[config.mk]
export PLATFORM = sky130hd
export DESIGN_NAME = power_saving_mode_control
export DESIGN_NICKNAME = d
export VERILOG_FILES = /design/src/rtl/cpu_tick_gen.v /design/src/rtl/power_saving_mode_control.v /design/src/rtl/stab_counter.v
export VERILOG_INCLUDE_DIRS = /design/src /design/src/rtl
export SDC_FILE = /design/constraint.sdc
export NUM_CORES = 1
export LEC_CHECK = 0
export BUFFER_PORTS_ARGS = -buffer_cell sky130_fd_sc_hd__buf_2
export CORE_MARGIN = 2
export CORE_UTILIZATION = 30
export CTS_CLUSTER_SIZE = 20
export DETAILED_ROUTE_END_ITERATION = 6
export GPL_TIMING_DRIVEN = 0
export PLACE_DENSITY_LB_ADDON = 0.3
export REMOVE_ABC_BUFFERS = 1
export SLEW_MARGIN = 10
export SYNTH_ARGS = -nofsm -noshare
export SYNTH_HDL_FRONTEND = slang
export SYNTH_SLANG_ARGS = --single-unit
[constraint.sdc]
create_clock -name mclk -period 2.75 [get_ports mclk]
set_input_delay 0.4125 -clock mclk [delete_from_list [all_inputs] [get_ports mclk]]
set_output_delay 0.4125 -clock mclk [all_outputs]
set_load 0.01 [all_outputs]
[src/rtl/power_saving_mode_control_regs.vh]
// Purpose: Constants of the power saving mode sequencer.
// Assumes: Included by every design file of the sequencer.
// Notes: Offsets are AXI4-Lite byte addresses, one word each.
//
// Behaviour
// - Reset ends in run mode on master clock
// - Slow mode divides master clock by 2..16
// - Wait while slow keeps the slow clock
// - Wait stops CPU clock, peripherals keep running
// - Wait entry forces priority bits to 10
// - Wait lasts until interrupt or reset
// - Core stacks condition codes, then services wake
// - Halt picks active-halt when time-base enabled
// - Active-halt exits on time-base, no delay
// - Active-halt delay applies only if time-base enable drops
// - Halt entry forces 10; pending interrupt alone does not wake
// - Active-halt clocks only oscillator and time-base
// - Active-halt with time-base raises no watchdog reset
// - Halt exit restarts oscillator, waits 256/4096
// - Full halt stops oscillator and all processing
// - Watchdog halt option selects halt watchdog reset
// - Only listed sources wake from full halt
`ifndef POWER_SAVING_MODE_CONTROL_REGS_VH
`define POWER_SAVING_MODE_CONTROL_REGS_VH

// Register offsets
`define OFS_CLOCK_CTRL 4'h0
`define OFS_CONFIG 4'h4
`define OFS_STATUS 4'h8

// Clock controller status register fields
`define BIT_SLOW_MODE_SELECT 0
`define BIT_DIV_SEL_LO 1
`define BIT_DIV_SEL_HI 2
`define BIT_TIMEBASE_IRQ_ENABLE 3

// Configuration register fields
`define BIT_LONG_DELAY 0
`define BIT_WATCHDOG_HALT_OPTION 1

// Reset values
`define RST_CLOCK_CTRL 4'h0
`define RST_CONFIG 2'h0

// Stabilisation counts in master clock cycles
`define STAB_SHORT 13'h0100
`define STAB_LONG 13'h1000

// Priority value forced on low power entry
`define IPL_ALL_ENABLED 2'h2

// AXI responses
`define RESP_OKAY 2'h0
`define RESP_SLVERR 2'h2

`endif

[src/rtl/cpu_tick_gen.v]
// Purpose: Produces the CPU clock tick from the master clock.
// Assumes: Master clock is mclk itself.
// Notes: Ratio changes only at a tick boundary.
`include "power_saving_mode_control_regs.vh"

module cpu_tick_gen
(
  // Clock and reset
  input wire mclk,
  input wire sys_rst,
  // Slow mode selection
  input wire slow,
  input wire [1:0] div_sel,
  // Tick out
  output reg tick
);

  reg [3:0] cnt; // Master clock cycles in period
  reg slow_l; // Slow select in force
  reg [1:0] sel_l; // Divider select in force
  wire last; // Final cycle of current period

  // Last count of a period for each divider
  function [3:0] div_last;
    input [1:0] sel;
    begin
      case (sel)
        2'h0: div_last = 4'h1;
        2'h1: div_last = 4'h3;
        2'h2: div_last = 4'h7;
        default: div_last = 4'hF;
      endcase
    end
  endfunction

  assign last = slow_l ? (cnt == div_last(sel_l)) : 1'b1;

  // Period counter; new ratio taken only at period end
  always @(posedge mclk or posedge sys_rst)
  begin
    if (sys_rst)
    begin
      cnt <= 4'h0;
      slow_l <= 1'b0;
      sel_l <= 2'h0;
      tick <= 1'b0;
    end
    else
    begin
      tick <= last;
      if (last)
      begin
        // Whole periods only, so no short pulse
        cnt <= 4'h0;
        slow_l <= slow;
        sel_l <= div_sel;
      end
      else
        cnt <= cnt + 4'h1;
    end
  end

endmodule // cpu_tick_gen

[src/rtl/power_saving_mode_control.v]
// Purpose: Power mode sequencer: run, slow, wait, active-halt, halt.
// Assumes: Core requests and interrupts come from mclk logic.
// Notes: Clocks leave as registered enables, never gated clocks.
`include "power_saving_mode_control_regs.vh"

module power_saving_mode_control
#(
  parameter [12:0] SHORT_COUNT = `STAB_SHORT,
  parameter [12:0] LONG_COUNT = `STAB_LONG
)
(
  // Clock and reset
  input wire mclk,
  input wire sys_rst,
  // AXI4-Lite write address
  input wire [3:0] s_axi_awaddr,
  input wire s_axi_awvalid,
  output wire s_axi_awready,
  // AXI4-Lite write data
  input wire [31:0] s_axi_wdata,
  input wire [3:0] s_axi_wstrb,
  input wire s_axi_wvalid,
  output wire s_axi_wready,
  // AXI4-Lite write response
  output reg [1:0] s_axi_bresp,
  output reg s_axi_bvalid,
  input wire s_axi_bready,
  // AXI4-Lite read address
  input wire [3:0] s_axi_araddr,
  input wire s_axi_arvalid,
  output wire s_axi_arready,
  // AXI4-Lite read data
  output reg [31:0] s_axi_rdata,
  output reg [1:0] s_axi_rresp,
  output reg s_axi_rvalid,
  input wire s_axi_rready,
  // Core instruction events
  input wire wait_for_interrupt_instr,
  input wire halt_instr,
  // Interrupt sources
  input wire irq_pending,
  input wire timebase_irq,
  input wire [4:0] halt_wake_irq,
  // Watchdog
  input wire watchdog_active,
  // Clock enables
  output reg cpu_clk_en,
  output reg periph_clk_en,
  output reg timebase_clk_en,
  output reg osc_enable,
  // Core side effects
  output reg ipl_force,
  output wire [1:0] ipl_value,
  output reg service_start,
  output reg watchdog_reset_req
);

  ////////////////////////////////////////////////////////////////////
  // Mode states
  localparam [4:0] ST_RUN = 5'h01; // Run or slow
  localparam [4:0] ST_WAIT = 5'h02; // Wait or slow-wait
  localparam [4:0] ST_AHALT = 5'h04; // Active-halt
  localparam [4:0] ST_HALT = 5'h08; // Full halt
  localparam [4:0] ST_STAB = 5'h10; // Oscillator settling

  reg [4:0] state; // Current mode
  reg [4:0] next_state; // Mode after this cycle
  reg [3:0] clock_ctrl; // Clock controller status register
  reg [1:0] config_bits; // Delay and watchdog options
  reg tail_active; // Delay after active-halt wake
  reg svc_after_stab; // Interrupt waits behind delay
  reg stab_start; // Load delay counter
  reg wake_now; // Start service this cycle
  reg enter_low; // Entry into a low power state
  reg wdg_now; // Halt watchdog reset this cycle
  wire tick; // CPU clock tick
  wire stab_busy; // Delay counting
  wire stab_done; // Delay finished
  wire slow_mode_select; // Slow mode enable
  wire [1:0] slow_clock_divider_select; // Slow divider select
  wire timebase_irq_enable; // Time-base interrupt enable
  wire long_delay; // 4096 cycle delay option
  wire watchdog_halt_option; // Halt makes watchdog reset
  wire halt_wake; // Any source allowed to end halt

  assign slow_mode_select = clock_ctrl[`BIT_SLOW_MODE_SELECT];
  assign slow_clock_divider_select =
    clock_ctrl[`BIT_DIV_SEL_HI:`BIT_DIV_SEL_LO];
  assign timebase_irq_enable = clock_ctrl[`BIT_TIMEBASE_IRQ_ENABLE];
  assign long_delay = config_bits[`BIT_LONG_DELAY];
  assign watchdog_halt_option = config_bits[`BIT_WATCHDOG_HALT_OPTION];
  // Top-level, ports, bus controller, SPI slave, reload timer
  assign halt_wake = |halt_wake_irq;
  assign ipl_value = `IPL_ALL_ENABLED;

  ////////////////////////////////////////////////////////////////////
  // Sub-blocks

  // CPU tick, glitch-free ratio change
  cpu_tick_gen u_tick
  (
    .mclk(mclk),
    .sys_rst(sys_rst),
    .slow(slow_mode_select),
    .div_sel(slow_clock_divider_select),
    .tick(tick)
  );

  // Oscillator stabilisation delay
  stab_counter
  #(
    .SHORT_COUNT(SHORT_COUNT),
    .LONG_COUNT(LONG_COUNT)
  )
  u_stab
  (
    .mclk(mclk),
    .sys_rst(sys_rst),
    .start(stab_start),
    .long_delay(long_delay),
    .busy(stab_busy),
    .done(stab_done)
  );

  ////////////////////////////////////////////////////////////////////
  // Mode sequencing

  // Next mode and side effects
  always @*
  begin
    next_state = state;
    stab_start = 1'b0;
    wake_now = 1'b0;
    enter_low = 1'b0;
    wdg_now = 1'b0;
    case (state)
      ST_RUN:
      begin
        if (tail_active && !timebase_irq_enable)
          // Enable dropped early: clocks stop for the rest
          next_state = ST_STAB;
        else if (halt_instr)
        begin
          enter_low = 1'b1;
          if (timebase_irq_enable)
            next_state = ST_AHALT;
          else
          begin
            next_state = ST_HALT;
            wdg_now = watchdog_active && watchdog_halt_option;
          end
        end
        else if (wait_for_interrupt_instr)
        begin
          // Slow setting untouched, so slow-wait
          next_state = ST_WAIT;
          enter_low = 1'b1;
        end
      end
      ST_WAIT:
      begin
        // Any interrupt ends wait
        if (irq_pending)
        begin
          next_state = ST_RUN;
          wake_now = 1'b1;
        end
      end
      ST_AHALT:
      begin
        // Only the time-base wakes, with no delay
        if (timebase_irq)
        begin
          next_state = ST_RUN;
          wake_now = 1'b1;
          stab_start = 1'b1;
        end
      end
      ST_HALT:
      begin
        // Oscillator back on, then settle
        if (halt_wake)
        begin
          next_state = ST_STAB;
          stab_start = 1'b1;
        end
      end
      ST_STAB:
      begin
        if (stab_done || !stab_busy)
        begin
          next_state = ST_RUN;
          wake_now = svc_after_stab;
        end
      end
      default:
        next_state = ST_RUN;
    endcase
  end

  // Mode register and flags
  always @(posedge mclk or posedge sys_rst)
  begin
    if (sys_rst)
    begin
      // Reset exit always passes the settling delay
      state <= ST_STAB;
      tail_active <= 1'b0;
      svc_after_stab <= 1'b0;
    end
    else
    begin
      state <= next_state;
      if (state == ST_HALT && halt_wake)
        svc_after_stab <= 1'b1;
      else if (state == ST_STAB && next_state == ST_RUN)
        svc_after_stab <= 1'b0;
      if (state == ST_AHALT && timebase_irq)
        tail_active <= 1'b1;
      else if (stab_done || !stab_busy)
        tail_active <= 1'b0;
    end
  end

  ////////////////////////////////////////////////////////////////////
  // Clock enables and core strobes

  // Enables registered from mode and tick
  always @(posedge mclk or posedge sys_rst)
  begin
    if (sys_rst)
    begin
      cpu_clk_en <= 1'b0;
      periph_clk_en <= 1'b0;
      timebase_clk_en <= 1'b0;
      osc_enable <= 1'b1;
      ipl_force <= 1'b0;
      service_start <= 1'b0;
      watchdog_reset_req <= 1'b0;
    end
    else
    begin
      // Only whole ticks pass, so no short pulse
      cpu_clk_en <= tick && (next_state == ST_RUN);
      periph_clk_en <= tick &&
        (next_state == ST_RUN || next_state == ST_WAIT);
      timebase_clk_en <= tick && (next_state == ST_RUN ||
        next_state == ST_WAIT || next_state == ST_AHALT);
      osc_enable <= (next_state != ST_HALT);
      ipl_force <= enter_low;
      // Core stacks condition codes and branches on this strobe
      service_start <= wake_now;
      watchdog_reset_req <= wdg_now;
    end
  end

  ////////////////////////////////////////////////////////////////////
  // AXI4-Lite slave

  reg aw_held; // Write address taken
  reg w_held; // Write data taken
  reg [3:0] aw_addr; // Held write address
  reg [31:0] w_data; // Held write data
  reg [3:0] w_strb; // Held byte strobes
  reg ar_busy; // Read answer outstanding
  wire do_write; // Both halves present

  assign s_axi_awready = !aw_held && !s_axi_bvalid;
  assign s_axi_wready = !w_held && !s_axi_bvalid;
  assign s_axi_arready = !ar_busy;
  assign do_write = aw_held && w_held;

  // Word-aligned decode of a known offset
  function mapped;
    input [3:0] addr;
    begin
      mapped = (addr == `OFS_CLOCK_CTRL) || (addr == `OFS_CONFIG) ||
        (addr == `OFS_STATUS);
    end
  endfunction

  // Write channels, either order, then response
  always @(posedge mclk or posedge sys_rst)
  begin
    if (sys_rst)
    begin
      aw_held <= 1'b0;
      w_held <= 1'b0;
      aw_addr <= 4'h0;
      w_data <= 32'h00000000;
      w_strb <= 4'h0;
      s_axi_bvalid <= 1'b0;
      s_axi_bresp <= `RESP_OKAY;
      clock_ctrl <= `RST_CLOCK_CTRL;
      config_bits <= `RST_CONFIG;
    end
    else
    begin
      if (s_axi_awvalid && s_axi_awready)
      begin
        aw_held <= 1'b1;
        aw_addr <= s_axi_awaddr;
      end
      if (s_axi_wvalid && s_axi_wready)
      begin
        w_held <= 1'b1;
        w_data <= s_axi_wdata;
        w_strb <= s_axi_wstrb;
      end
      if (do_write)
      begin
        aw_held <= 1'b0;
        w_held <= 1'b0;
        s_axi_bvalid <= 1'b1;
        s_axi_bresp <= mapped(aw_addr) ? `RESP_OKAY : `RESP_SLVERR;
        // Low byte holds every writable bit
        if (w_strb[0] && aw_addr == `OFS_CLOCK_CTRL)
          clock_ctrl <= w_data[3:0];
        if (w_strb[0] && aw_addr == `OFS_CONFIG)
          config_bits <= w_data[1:0];
      end
      else if (s_axi_bvalid && s_axi_bready)
        s_axi_bvalid <= 1'b0;
    end
  end

  // Read channel, answer one cycle after address
  always @(posedge mclk or posedge sys_rst)
  begin
    if (sys_rst)
    begin
      ar_busy <= 1'b0;
      s_axi_rvalid <= 1'b0;
      s_axi_rdata <= 32'h00000000;
      s_axi_rresp <= `RESP_OKAY;
    end
    else if (s_axi_arvalid && s_axi_arready)
    begin
      ar_busy <= 1'b1;
      s_axi_rvalid <= 1'b1;
      s_axi_rresp <= mapped(s_axi_araddr) ? `RESP_OKAY : `RESP_SLVERR;
      case (s_axi_araddr)
        `OFS_CLOCK_CTRL: s_axi_rdata <= {28'h0000000, clock_ctrl};
        `OFS_CONFIG: s_axi_rdata <= {30'h0, config_bits};
        `OFS_STATUS: s_axi_rdata <= {23'h0, stab_busy,
          tail_active, osc_enable, slow_mode_select, state};
        default: s_axi_rdata <= 32'h00000000;
      endcase
    end
    else if (s_axi_rvalid && s_axi_rready)
    begin
      ar_busy <= 1'b0;
      s_axi_rvalid <= 1'b0;
    end
  end

endmodule // power_saving_mode_control

[src/rtl/stab_counter.v]
// Purpose: Oscillator stabilisation delay counter.
// Assumes: Counts one per master clock cycle.
// Notes: Reset starts a short delay, as the option resets to short.
`include "power_saving_mode_control_regs.vh"

module stab_counter
#(
  parameter [12:0] SHORT_COUNT = `STAB_SHORT,
  parameter [12:0] LONG_COUNT = `STAB_LONG
)
(
  // Clock and reset
  input wire mclk,
  input wire sys_rst,
  // Control
  input wire start,
  input wire long_delay,
  // Status
  output wire busy,
  output reg done
);

  reg [12:0] left; // Cycles still to wait

  assign busy = (left != 13'h0000);

  // Load on start, count down, pulse at zero
  always @(posedge mclk or posedge sys_rst)
  begin
    if (sys_rst)
    begin
      left <= SHORT_COUNT;
      done <= 1'b0;
    end
    else if (start)
    begin
      left <= long_delay ? LONG_COUNT : SHORT_COUNT;
      done <= 1'b0;
    end
    else
    begin
      done <= (left == 13'h0001);
      if (busy)
        left <= left - 13'h0001;
    end
  end

endmodule // stab_counter

==> results of run 1 <==
cells in the mapped netlist (2+ instances only):
library cell and instances:
a21o_1 3, buf_4 27, o2111ai_1 2, o31ai_1 2
or3_1 3, a22o_1 7, a21oi_1 4, nand2_1 17
xor2_1 3, nor4_1 4, nand3_1 3, ha_1 3
nor2b_1 6, dfstp_2 3, nor3_1 10, clkbuf_1 4
a311oi_1 2, xnor2_1 8, inv_1 13, or2_2 2
a211oi_1 3, nand2b_1 5, mux2i_1 4, o211ai_1 2
o21ai_0 11, and3_1 5, conb_1 2, nor2_1 27
mux2_2 17, and2_1 2, dfrtp_1 63
stage by stage:
stage | util | hold WS [ps] | TNS [ps] | cell area, um2
2_1_floorplan | - | 450 | 0 | 3090
3_3_place_gp | 0.338 | 463 | -7200 | 3520
3_5_place_dp | 0.338 | 468 | 0 | 3520
4_1_cts | 0.360 | 228 | 0 | 3750
5_1_grt | 0.360 | 251 | 0 | 3750
6_report | 0.360 | 209 | 0 | 3750
final cells by class:
type | instances | area [um2]
tap | 136 | 170
clock inverter | 4 | 73.8
clock buffer | 12 | 155
timing repair buffer | 52 | 260
fill | 1062 | 6670
sequential | 66 | 1660
inverter | 13 | 51.3
multi-input combinational | 210 | 1380
cells by family after synthesis:
family                     Yosys count  synth area share
muxes                               21            0.0715
AOI/OAI and AO/OA                   49             0.114
and+or+nand+nor                     99             0.169
DFF                                 66             0.512
adders and majority gates            3            0.0116
xor gates and xnor gates            11            0.0298
other                                2           0.00232
buffers and inverters               47            0.0897
state kept, by name (all words and copies together) (netlist names), 2 cells and up:
| name | cells |
|---|---|
| aw_addr | 4 |
| state | 5 |
| u_tick.sel_l | 2 |
| u_stab.left | 13 |
| s_axi_rdata | 9 |
| config_bits | 2 |
| u_tick.cnt | 4 |
| clock_ctrl | 4 |
| w_data | 4 |
metal layers:
metal  vias up  global-route usage  routed length, um
li1       1094                   -                  -
met1      1052               0.152               2950
met2        63               0.183               2990
met3         9              0.0357                381
met4         0              0.0495                 86
met5         -                   0                  0
power by group through the flow:
| stage | Clock (mW) | Sequential, mW | Combinational, mW |
|---|---|---|---|
| floorplan | 0 | 1.62 | 0.963 |
| global placement | 0 | 1.68 | 1.26 |
| detailed placement | 0 | 1.69 | 1.28 |
| CTS | 0.963 | 1.68 | 1.29 |
| global route | 1.01 | 1.73 | 1.44 |
| finish | 0.939 | 1.67 | 1.27 |
final timing paths:
kind / startpoint / endpoint / slack, ps / cells past startpoint
max: u_stab.left[0] / timebase_clk_en / 320 / 7
min: sys_rst / s_axi_rresp[1] / 210 / 2
max reg2reg: u_stab.left[0] / timebase_clk_en / 320 / 7
min reg2reg: s_axi_bresp[1] / s_axi_bresp[1] / 480 / 2
max in group asynchronous: sys_rst / timebase_clk_en / 2010 / 2
min in group mclk: s_axi_bready / s_axi_bvalid / 230 / 2
cells in the final DEF, fill, tap and decap left out, drive strengths merged, types with 3 or more instances in the layout:
master,n
nor4,5
xor2,3
xnor2,8
buf,52
a21oi,4
conb,27
nor3,10
a211oi,3
ha,3
a21o,3
nand3,3
nand2b,5
nor2,29
and3,5
mux2i,4
nor2b,6
or3,5
mux2,17
clkbuf,12
dfrtp,63
a22o,7
o21ai,12
nand2,17
dfstp,3
inv,13
worst register-to-register path: cells and delay by family, from the launching register on:
family / cells / cell delay [ps]
AOI/OAI and AO/OA: 1 / 340
adders and majority gates: 1 / 340
buffers and inverters: 1 / 110
DFF: 1 / 420
and+or+nand+nor: 4 / 1110
==> metrics.md, run 1 <==
| Metric | Value |
|---|---|
| Outcome | `finished clean` |
| Worst path max stage delay | `490 ps` |
| Distinct cell type count after synthesis | `62` |
| CTS Buf Count | `9` |
| Comb pwr share | `0.327` |
| Global placer's final weighted congestion | `0.808` |
| # diodes | `0` |
| Root Driver | `clkbuf_8` |
| CTS sink cnt | `66` |
| Area of the core | `10400 um2` |
| Min Tclk post-route | `2430 ps` |
| Max H-tree Level | `3` |
| Setup crit start kind | `register` |
| Final setup fails | `0` |
| Syn Inst Count | `298` |
| Slew headroom | `0.281` |
| Overall power | `3.87 mW` |
| Yosys top cell area share | `0.487` |
| Tot GR Track Use | `0.118` |
| Mapped cell area | `3240 um2` |
| Hold Buf Count CTS | `0` |
| Die ar. | `11600 um2` |
| Die Y | `108 um` |
| Clk slew on worst S/H paths | `70 ps` |
| Worst Slack Setup Final | `320 ps` |
| FP Rows | `37` |
| FFs w/ async S/R, synth | `1.00` |
| CP arrival | `2680 ps` |
| Largest net degree at the start of global routing | `67` |
| RSZ-0062 raised after global routing | `false` |
| Final net count | `416` |
| Power share of the sequential group | `0.431` |
| Vias in the first global route | `2150` |
| Gr ovfl total | `0` |
| Setup Skew | `8.65 ps` |
| Internal power | `2.49 mW` |
| Max Clk Rate | `412 MHz` |
| Static Leakage | `1.79 nW` |
| MaxCap Viol Count | `0` |
| Synth area leaders | `dfrtp_1, buf_4, mux2_2` |
| Dpl ws | `341 ps` |
| Final Hold Fails | `0` |
| Top delay family on crit path | `simple AND/OR/NAND/NOR gates` |
| CTS Buffer Depth | `2` |
| CP Buf/Inv Count | `1` |
| P_sw | `1.39 mW` |
| I/O Pins | `111` |
| Initial antenna violation count | `0` |
| Yosys reg bits | `66` |
| Fin crit share | `0.884` |
| Yosys warns | `0` |
| Share of layout cells above drive strength 1 | `0.275` |
| Final WL | `6.41 mm` |
| Starting Density | `0.311` |
| Synthesized area per cell | `10.9 um2` |
| First-pass DRT Iterations | `4` |
| Worst skew pair latency | `350 ps` |
| Number of synthesized flops with an enable pin | `0` |
| Via/cell ratio | `4.50` |
| Die X | `108 um` |
| Clock power frac | `0.242` |
| Area leader, netlist | `dfrtp_1` |
| I/O Buffers | `52` |
| Pwr dens | `1030 nW/um2` |
| Worst Path Required | `3000 ps` |
| Worst Tran Pin Value | `1050 ps` |
| Switching share of power | `0.358` |
| HP Class | `input pin to async pin` |
| Vias | `2218` |
| Avg WL per Cell | `13.0 um` |
| Setup bufs post-CTS | `0` |
| CTS resizes | `0` |
| Synth-to-layout area growth | `15.9%` |
| CP max FO | `8` |
| CP Class | `register to register` |
| Prevailing post-synth register cell | `dfrtp_1` |
| Worst path slowest cell | `or3b_1` |
| Detailed placer's ending HPWL | `4.75 mm` |
| First-pass GRT wire length | `10.6 mm` |
| Maximum vdd drop | `0.000422 V` |
| Register area share after synthesis | `0.512` |
| DRT iter0 DRCs | `73` |
| Post-route ant nets | `0` |
| Max Slew Vio Count | `0` |
| Element type at the critical path end | `register` |
| Final Non-Filler Cells | `493` |
| Crit-path cells | `inv_1, ha_1, or3b_1, nor4_4, nor2_1, a211o_1, nor4b_2` |
| Post-Place Cells | `477` |
| CTS tree | `done` |
| DRC Markers | `0` |
Power figures use the tool's default switching activity.
==> inputs of run 2 (changes only) <==
CELL_PAD_IN_SITES_DETAIL_PLACEMENT = 0   (was not set)
CELL_PAD_IN_SITES_GLOBAL_PLACEMENT = 1   (was not set)
==> metrics.md, run 2 (synthesis gave the netlist of run 1 again) <==
| Metric | Value |
|---|---|
| Die ar. | `11600 um2 (unchanged)` |
| Power share of the sequential group | `0.442 (+0.011)` |
| Maximum vdd drop | `0.000404 V (-4.2%)` |
| Worst R2R Setup Slack | `320 ps (about the same)` |
| Worst Path Required | `2990 ps (about the same)` |
| Internal power | `2.42 mW (-2.8%)` |
| Die X | `108 um (unchanged)` |
| CTS resizes | `0 (unchanged)` |
| FP Rows | `37 (unchanged)` |
| Pwr dens | `1010 nW/um2 (-2.3%)` |
| CTS Buf Count | `9 (unchanged)` |
| Share of layout cells above drive strength 1 | `0.275 (unchanged)` |
| Static Leakage | `1.79 nW (about the same)` |
| Min Tclk post-route | `2430 ps (+1.41 ps)` |
| Hold Buf Count CTS | `0 (unchanged)` |
| Final Hold Fails | `0 (unchanged)` |
| Crit-path cells | `inv_1, ha_1, or3b_1, nor4_4, nor2_1, a211o_1, nor4b_2` |
| Synth-to-layout area growth | `15.7%` |
| First-pass GRT wire length | `10.5 mm (-1.0%)` |
| Avg WL per Cell | `13.0 um (about the same)` |
| Max H-tree Level | `3 (unchanged)` |
| RSZ-0062 raised after global routing | `false` |
| Worst path max stage delay | `500 ps (about the same)` |
| # diodes | `0 (unchanged)` |
| CP arrival | `2670 ps (about the same)` |
| HP Class | `input pin to async pin` |
| Comb pwr share | `0.336 (+0.009)` |
| Initial antenna violation count | `0 (unchanged)` |
| Setup Skew | `11.8 ps (+3.11 ps)` |
| I/O Pins | `111 (unchanged)` |
| DRT iter0 DRCs | `152 (+110%)` |
| Fin crit share | `0.884 (about the same)` |
| Footprint of the multi-input gates | `1380 um2 (unchanged)` |
| Setup crit start kind | `register` |
| Biggest regs | `u_stab.left: 13 flops, s_axi_rdata: 9 flops, state: 5 flops` |
| Element type at the critical path end | `register` |
| Clk slew on worst S/H paths | `80 ps (about the same)` |
| CP max FO | `8 (unchanged)` |
| Die Y | `108 um (unchanged)` |
| Post-route ant nets | `0 (unchanged)` |
| Top delay family on crit path | `simple AND/OR/NAND/NOR gates` |
| Worst skew pair latency | `340 ps (about the same)` |
| Vias in the first global route | `2150 (unchanged)` |
| Max reg flops | `13 (unchanged)` |
| Outcome | `finished clean` |
| Register area | `1660 um2 (unchanged)` |
| Final net count | `417 (+0.24%)` |
| Worst path slowest cell | `or3b_1` |
| Final Non-Filler Cells | `493 (unchanged)` |
| CTS tree | `done` |
| Area of the core | `10400 um2 (unchanged)` |
| Starting Density | `0.311 (unchanged)` |
| Worst Tran Pin Value | `902 ps (-149 ps)` |
| Final setup fails | `0 (unchanged)` |
| CP Buf/Inv Count | `1 (unchanged)` |
| Largest Register | `u_stab.left` |
| Root Driver | `clkbuf_8` |
| MaxCap Viol Count | `0 (unchanged)` |
| DRC Markers | `0 (unchanged)` |
| P_sw | `1.36 mW (-1.7%)` |
| CTS sink cnt | `66 (unchanged)` |
| Max Clk Rate | `411 MHz (about the same)` |
| Clock power frac | `0.222 (-0.020)` |
| I/O Buffers | `52 (unchanged)` |
| Via/cell ratio | `4.59 (+2.0%)` |
| Largest net degree at the start of global routing | `35 (-48%)` |
| CTS Buffer Depth | `2 (unchanged)` |
| Global placer's final weighted congestion | `0.784 (-2.9%)` |
| Switching share of power | `0.360 (+0.00255)` |
| Gr ovfl total | `0 (unchanged)` |
| Placed cell area | `3540 um2 (+0.57%)` |
| Tot GR Track Use | `0.117 (-0.000927)` |
| Setup bufs post-CTS | `0 (unchanged)` |
| Post-Place Cells | `478 (+0.21%)` |
| Leading cell type in the layout, fill and taps excluded | `dfrtp_1` |
| CP Class | `register to register` |
| Detailed placer's ending HPWL | `4.78 mm (+0.81%)` |
| First-pass DRT Iterations | `4 (unchanged)` |
| Slew headroom | `0.383 (+0.102)` |
| Fill cells | `1059 (-0.28%)` |
| Most frequent cells in the layout | `dfrtp_1, buf_2, nor2_1, conb_1` |
| Overall power | `3.78 mW (-2.4%)` |
| Vias | `2262 (+2.0%)` |
| Final WL | `6.41 mm (about the same)` |
| Design area | `3740 um2 (-0.13%)` |
| Max Slew Vio Count | `0 (unchanged)` |
run 2: changes by cell type in the layout (fill, tap and decap cells not counted):
| cell | before | now |
|---|---|---|
| clkinv_4 | 1 | 0 |
| bufinv_16 | 2 | 1 |
| clkbuf_8 | 11 | 12 |
| buf_12 | 0 | 1 |
run 2: path summary, 6_finish.rpt:
| check | from | to | depth (start not counted) |
|---|---|---|---|
| min | sys_rst | s_axi_rvalid | 2 |
| min reg2reg | svc_after_stab | svc_after_stab | 1 |
| max reg2reg | u_stab.left[0] | timebase_clk_en | 7 |
| max in group asynchronous | sys_rst | ipl_force | 3 |
| min in group mclk | s_axi_rready | s_axi_rvalid | 2 |
| max | u_stab.left[0] | timebase_clk_en | 7 |
run 2: cell type report:
cell class / instances / share of cell area
flip-flops and latches: 66 / 0.442
multi-input cells: 210 / 0.370
repair buffers: 53 / 0.0748
well taps: 136 / 0.0454
clock buffers: 13 / 0.0451
inverters: 13 / 0.0137
clock inverters: 2 / 0.00936
run 2: stage by stage:
step           setup TNS [ps]   util  setup WS, ps  hold slack (ps)
6_report                    0  0.360           319             74.7
5_1_grt                     0  0.360           110              113
4_1_cts                     0  0.360           310             87.0
3_5_place_dp                0  0.340           332              459
3_3_place_gp           -10300  0.338          -168              460
2_1_floorplan               0      -           632              450
run 2: layer usage:
metal / track usage / share of wire / routed length (um)
met3: 0.0321 / 0.049 / 314
met2: 0.177 / 0.46 / 2930
met1: 0.157 / 0.47 / 3040
met4: 0.0495 / 0.019 / 123
met5: 0 / 0 / 0
run 2: power groups by stage:
stage	clock, mW	sequential [mW]	combinational, mW
after floorplan	0	1.62	0.963
after global placement	0	1.69	1.27
after detailed placement	0	1.69	1.29
after CTS	0.865	1.68	1.29
after global routing	0.906	1.73	1.44
final	0.840	1.67	1.27
==> inputs of run 3 (changes only) <==
MAX_ROUTING_LAYER = met4   (was not set)
==> metrics.md, run 3 (synthesis gave the netlist of run 1 again) <==
| Metric | Value |
|---|---|
| Worst R2R Setup Slack | `320 ps (about the same)` |
| Outcome | `finished clean` |
| Tot GR Track Use | `0.120 (+0.00323)` |
| Area of the core | `10400 um2 (unchanged)` |
| RSZ-0062 raised after global routing | `false` |
| I/O Buffers | `52 (unchanged)` |
| Setup Skew | `11.8 ps (+0.0400 ps)` |
| Pwr dens | `1010 nW/um2 (about the same)` |
| Final setup fails | `0 (unchanged)` |
| Vias in the first global route | `2150 (unchanged)` |
| Fin crit share | `0.885 (about the same)` |
| First-pass GRT wire length | `10.5 mm (unchanged)` |
| HP Class | `input pin to async pin` |
| Maximum vdd drop | `0.000405 V (+0.25%)` |
| Setup bufs post-CTS | `0 (unchanged)` |
| Top delay family on crit path | `simple AND/OR/NAND/NOR gates` |
| MaxCap Viol Count | `0 (unchanged)` |
| Final Util | `0.360 (unchanged)` |
| Worst Path Required | `2990 ps (about the same)` |
| Root Driver | `clkbuf_8` |
| Die X | `108 um (unchanged)` |
| Max Slew Vio Count | `0 (unchanged)` |
| Die ar. | `11600 um2 (unchanged)` |
| Worst path slowest cell | `or3b_1` |
| CP Buf/Inv Count | `1 (unchanged)` |
| Worst Tran Pin Value | `903 ps (+0.829 ps)` |
| Comb pwr share | `0.336 (about the same)` |
| Switching share of power | `0.360 (about the same)` |
| Overall power | `3.78 mW (about the same)` |
| Static Leakage | `1.79 nW (unchanged)` |
| Synth-to-layout area growth | `15.7% (unchanged)` |
| Slew headroom | `0.383 (-0.000567)` |
| Global placer's final weighted congestion | `0.795 (+1.4%)` |
| Gr ovfl total | `0 (unchanged)` |
| Fill cells | `1059 (unchanged)` |
| Post-route setup TNS | `0 ps (unchanged)` |
| Max Clk Rate | `411 MHz (about the same)` |
| Worst path max stage delay | `500 ps (about the same)` |
| Placed cell area | `3540 um2 (unchanged)` |
| Post-Place Cells | `478 (unchanged)` |
| GRT met1 Usage | `0.160 (+0.00305)` |
| First-pass DRT Iterations | `4 (unchanged)` |
| CP arrival | `2670 ps (about the same)` |
| Element type at the critical path end | `register` |
| Largest Register | `u_stab.left` |
| Clk slew on worst S/H paths | `80 ps (about the same)` |
| FP Rows | `37 (unchanged)` |
| CP Class | `register to register` |
| Power share of the sequential group | `0.442 (about the same)` |
| Vias | `2267 (+0.22%)` |
| CTS tree | `done` |
| P_sw | `1.36 mW (about the same)` |
| Min Tclk post-route | `2430 ps (+1.87 ps)` |
| Hold Buf Count CTS | `0 (unchanged)` |
| Worst skew pair latency | `340 ps (about the same)` |
| Starting Density | `0.311 (unchanged)` |
| Setup crit start kind | `register` |
| Most frequent cells in the layout | `dfrtp_1, buf_2, nor2_1, conb_1` |
| Initial antenna violation count | `0 (unchanged)` |
| Leading cell type in the layout, fill and taps excluded | `dfrtp_1` |
| Critical R2R Launch | `u_stab.left[0]` |
| Met3 Usage GRT | `0.0285 (-0.00363)` |
| Biggest regs | `u_stab.left: 13 flops, s_axi_rdata: 9 flops, state: 5 flops` |
| Fin Hold WS | `73.4 ps (-1.35 ps)` |
| Worst Slack Setup Final | `317 ps (-1.87 ps)` |
| CTS Buffer Depth | `2 (unchanged)` |
| Detailed placer's ending HPWL | `4.78 mm (unchanged)` |
| Clock power frac | `0.222 (about the same)` |
| Dpl ws | `332 ps (unchanged)` |
| I/O Pins | `111 (unchanged)` |
| Largest net degree at the start of global routing | `35 (unchanged)` |
| Worst R2R Path Depth | `7 (unchanged)` |
| Via/cell ratio | `4.60 (+0.22%)` |
| Internal power | `2.42 mW (unchanged)` |
| Avg WL per Cell | `13.0 um (+0.12%)` |
| Die Y | `108 um (unchanged)` |
| Max reg flops | `13 (unchanged)` |
| CTS sink cnt | `66 (unchanged)` |
| CTS resizes | `0 (unchanged)` |
| Max H-tree Level | `3 (unchanged)` |
| Post-route ant nets | `0 (unchanged)` |
| # diodes | `0 (unchanged)` |
| Share of layout cells above drive strength 1 | `0.275 (unchanged)` |
| CP max FO | `8 (unchanged)` |
| DRC Markers | `0 (unchanged)` |
| Worst R2R End | `timebase_clk_en` |
| DRT iter0 DRCs | `169 (+11%)` |
| GRT busiest layer | `met2` |
| Met2 track demand over resource | `0.176 (-0.000898)` |
| Crit-path cells | `inv_1, ha_1, or3b_1, nor4_4, nor2_1, a211o_1, nor4b_2` |
| Final Non-Filler Cells | `493 (unchanged)` |
| Final Hold Fails | `0 (unchanged)` |
| Design area | `3740 um2 (unchanged)` |
| Final net count | `417 (unchanged)` |
| Final WL | `6.42 mm (+0.12%)` |
| CTS Buf Count | `9 (unchanged)` |
-- run 3: power by group through the flow --
stage | combinational [mW] | sequential, mW | clock [mW]
5_1_grt | 1.44 | 1.73 | 0.906
6_report | 1.27 | 1.67 | 0.841
4_1_cts | 1.29 | 1.68 | 0.865
2_1_floorplan | 0.963 | 1.62 | 0
3_3_place_gp | 1.27 | 1.69 | 0
3_5_place_dp | 1.29 | 1.69 | 0
-- run 3: layout make-up --
| class | count | area [um2] | share of cell area |
|---|---|---|---|
| Sequential cell | 66 | 1660 | 0.442 |
| Multi-Input combinational cell | 210 | 1380 | 0.370 |
| Timing Repair Buffer | 53 | 280 | 0.0748 |
| Tap cell | 136 | 170 | 0.0454 |
| Clock buffer | 13 | 169 | 0.0451 |
| Inverter | 13 | 51.3 | 0.0137 |
| Clock inverter | 2 | 35.0 | 0.00936 |
-- run 3: worst max-delay path by stage --
stage	end	slack, ps	from	depth (start not counted)
after floorplan	timebase_clk_en	630	u_stab.left[0]	7
after global placement	ipl_force	-170	sys_rst	2
after detailed placement	timebase_clk_en	330	u_stab.left[0]	7
after CTS	timebase_clk_en	310	u_stab.left[0]	7
after global routing	timebase_clk_en	110	u_stab.left[0]	7
final	timebase_clk_en	320	u_stab.left[0]	7
-- run 3: metal layers --
metal	vias up	routed length (um)
met1	1090	3050
li1	1104	-
met4	0	110
met2	64	2950
met5	-	0
met3	9	303
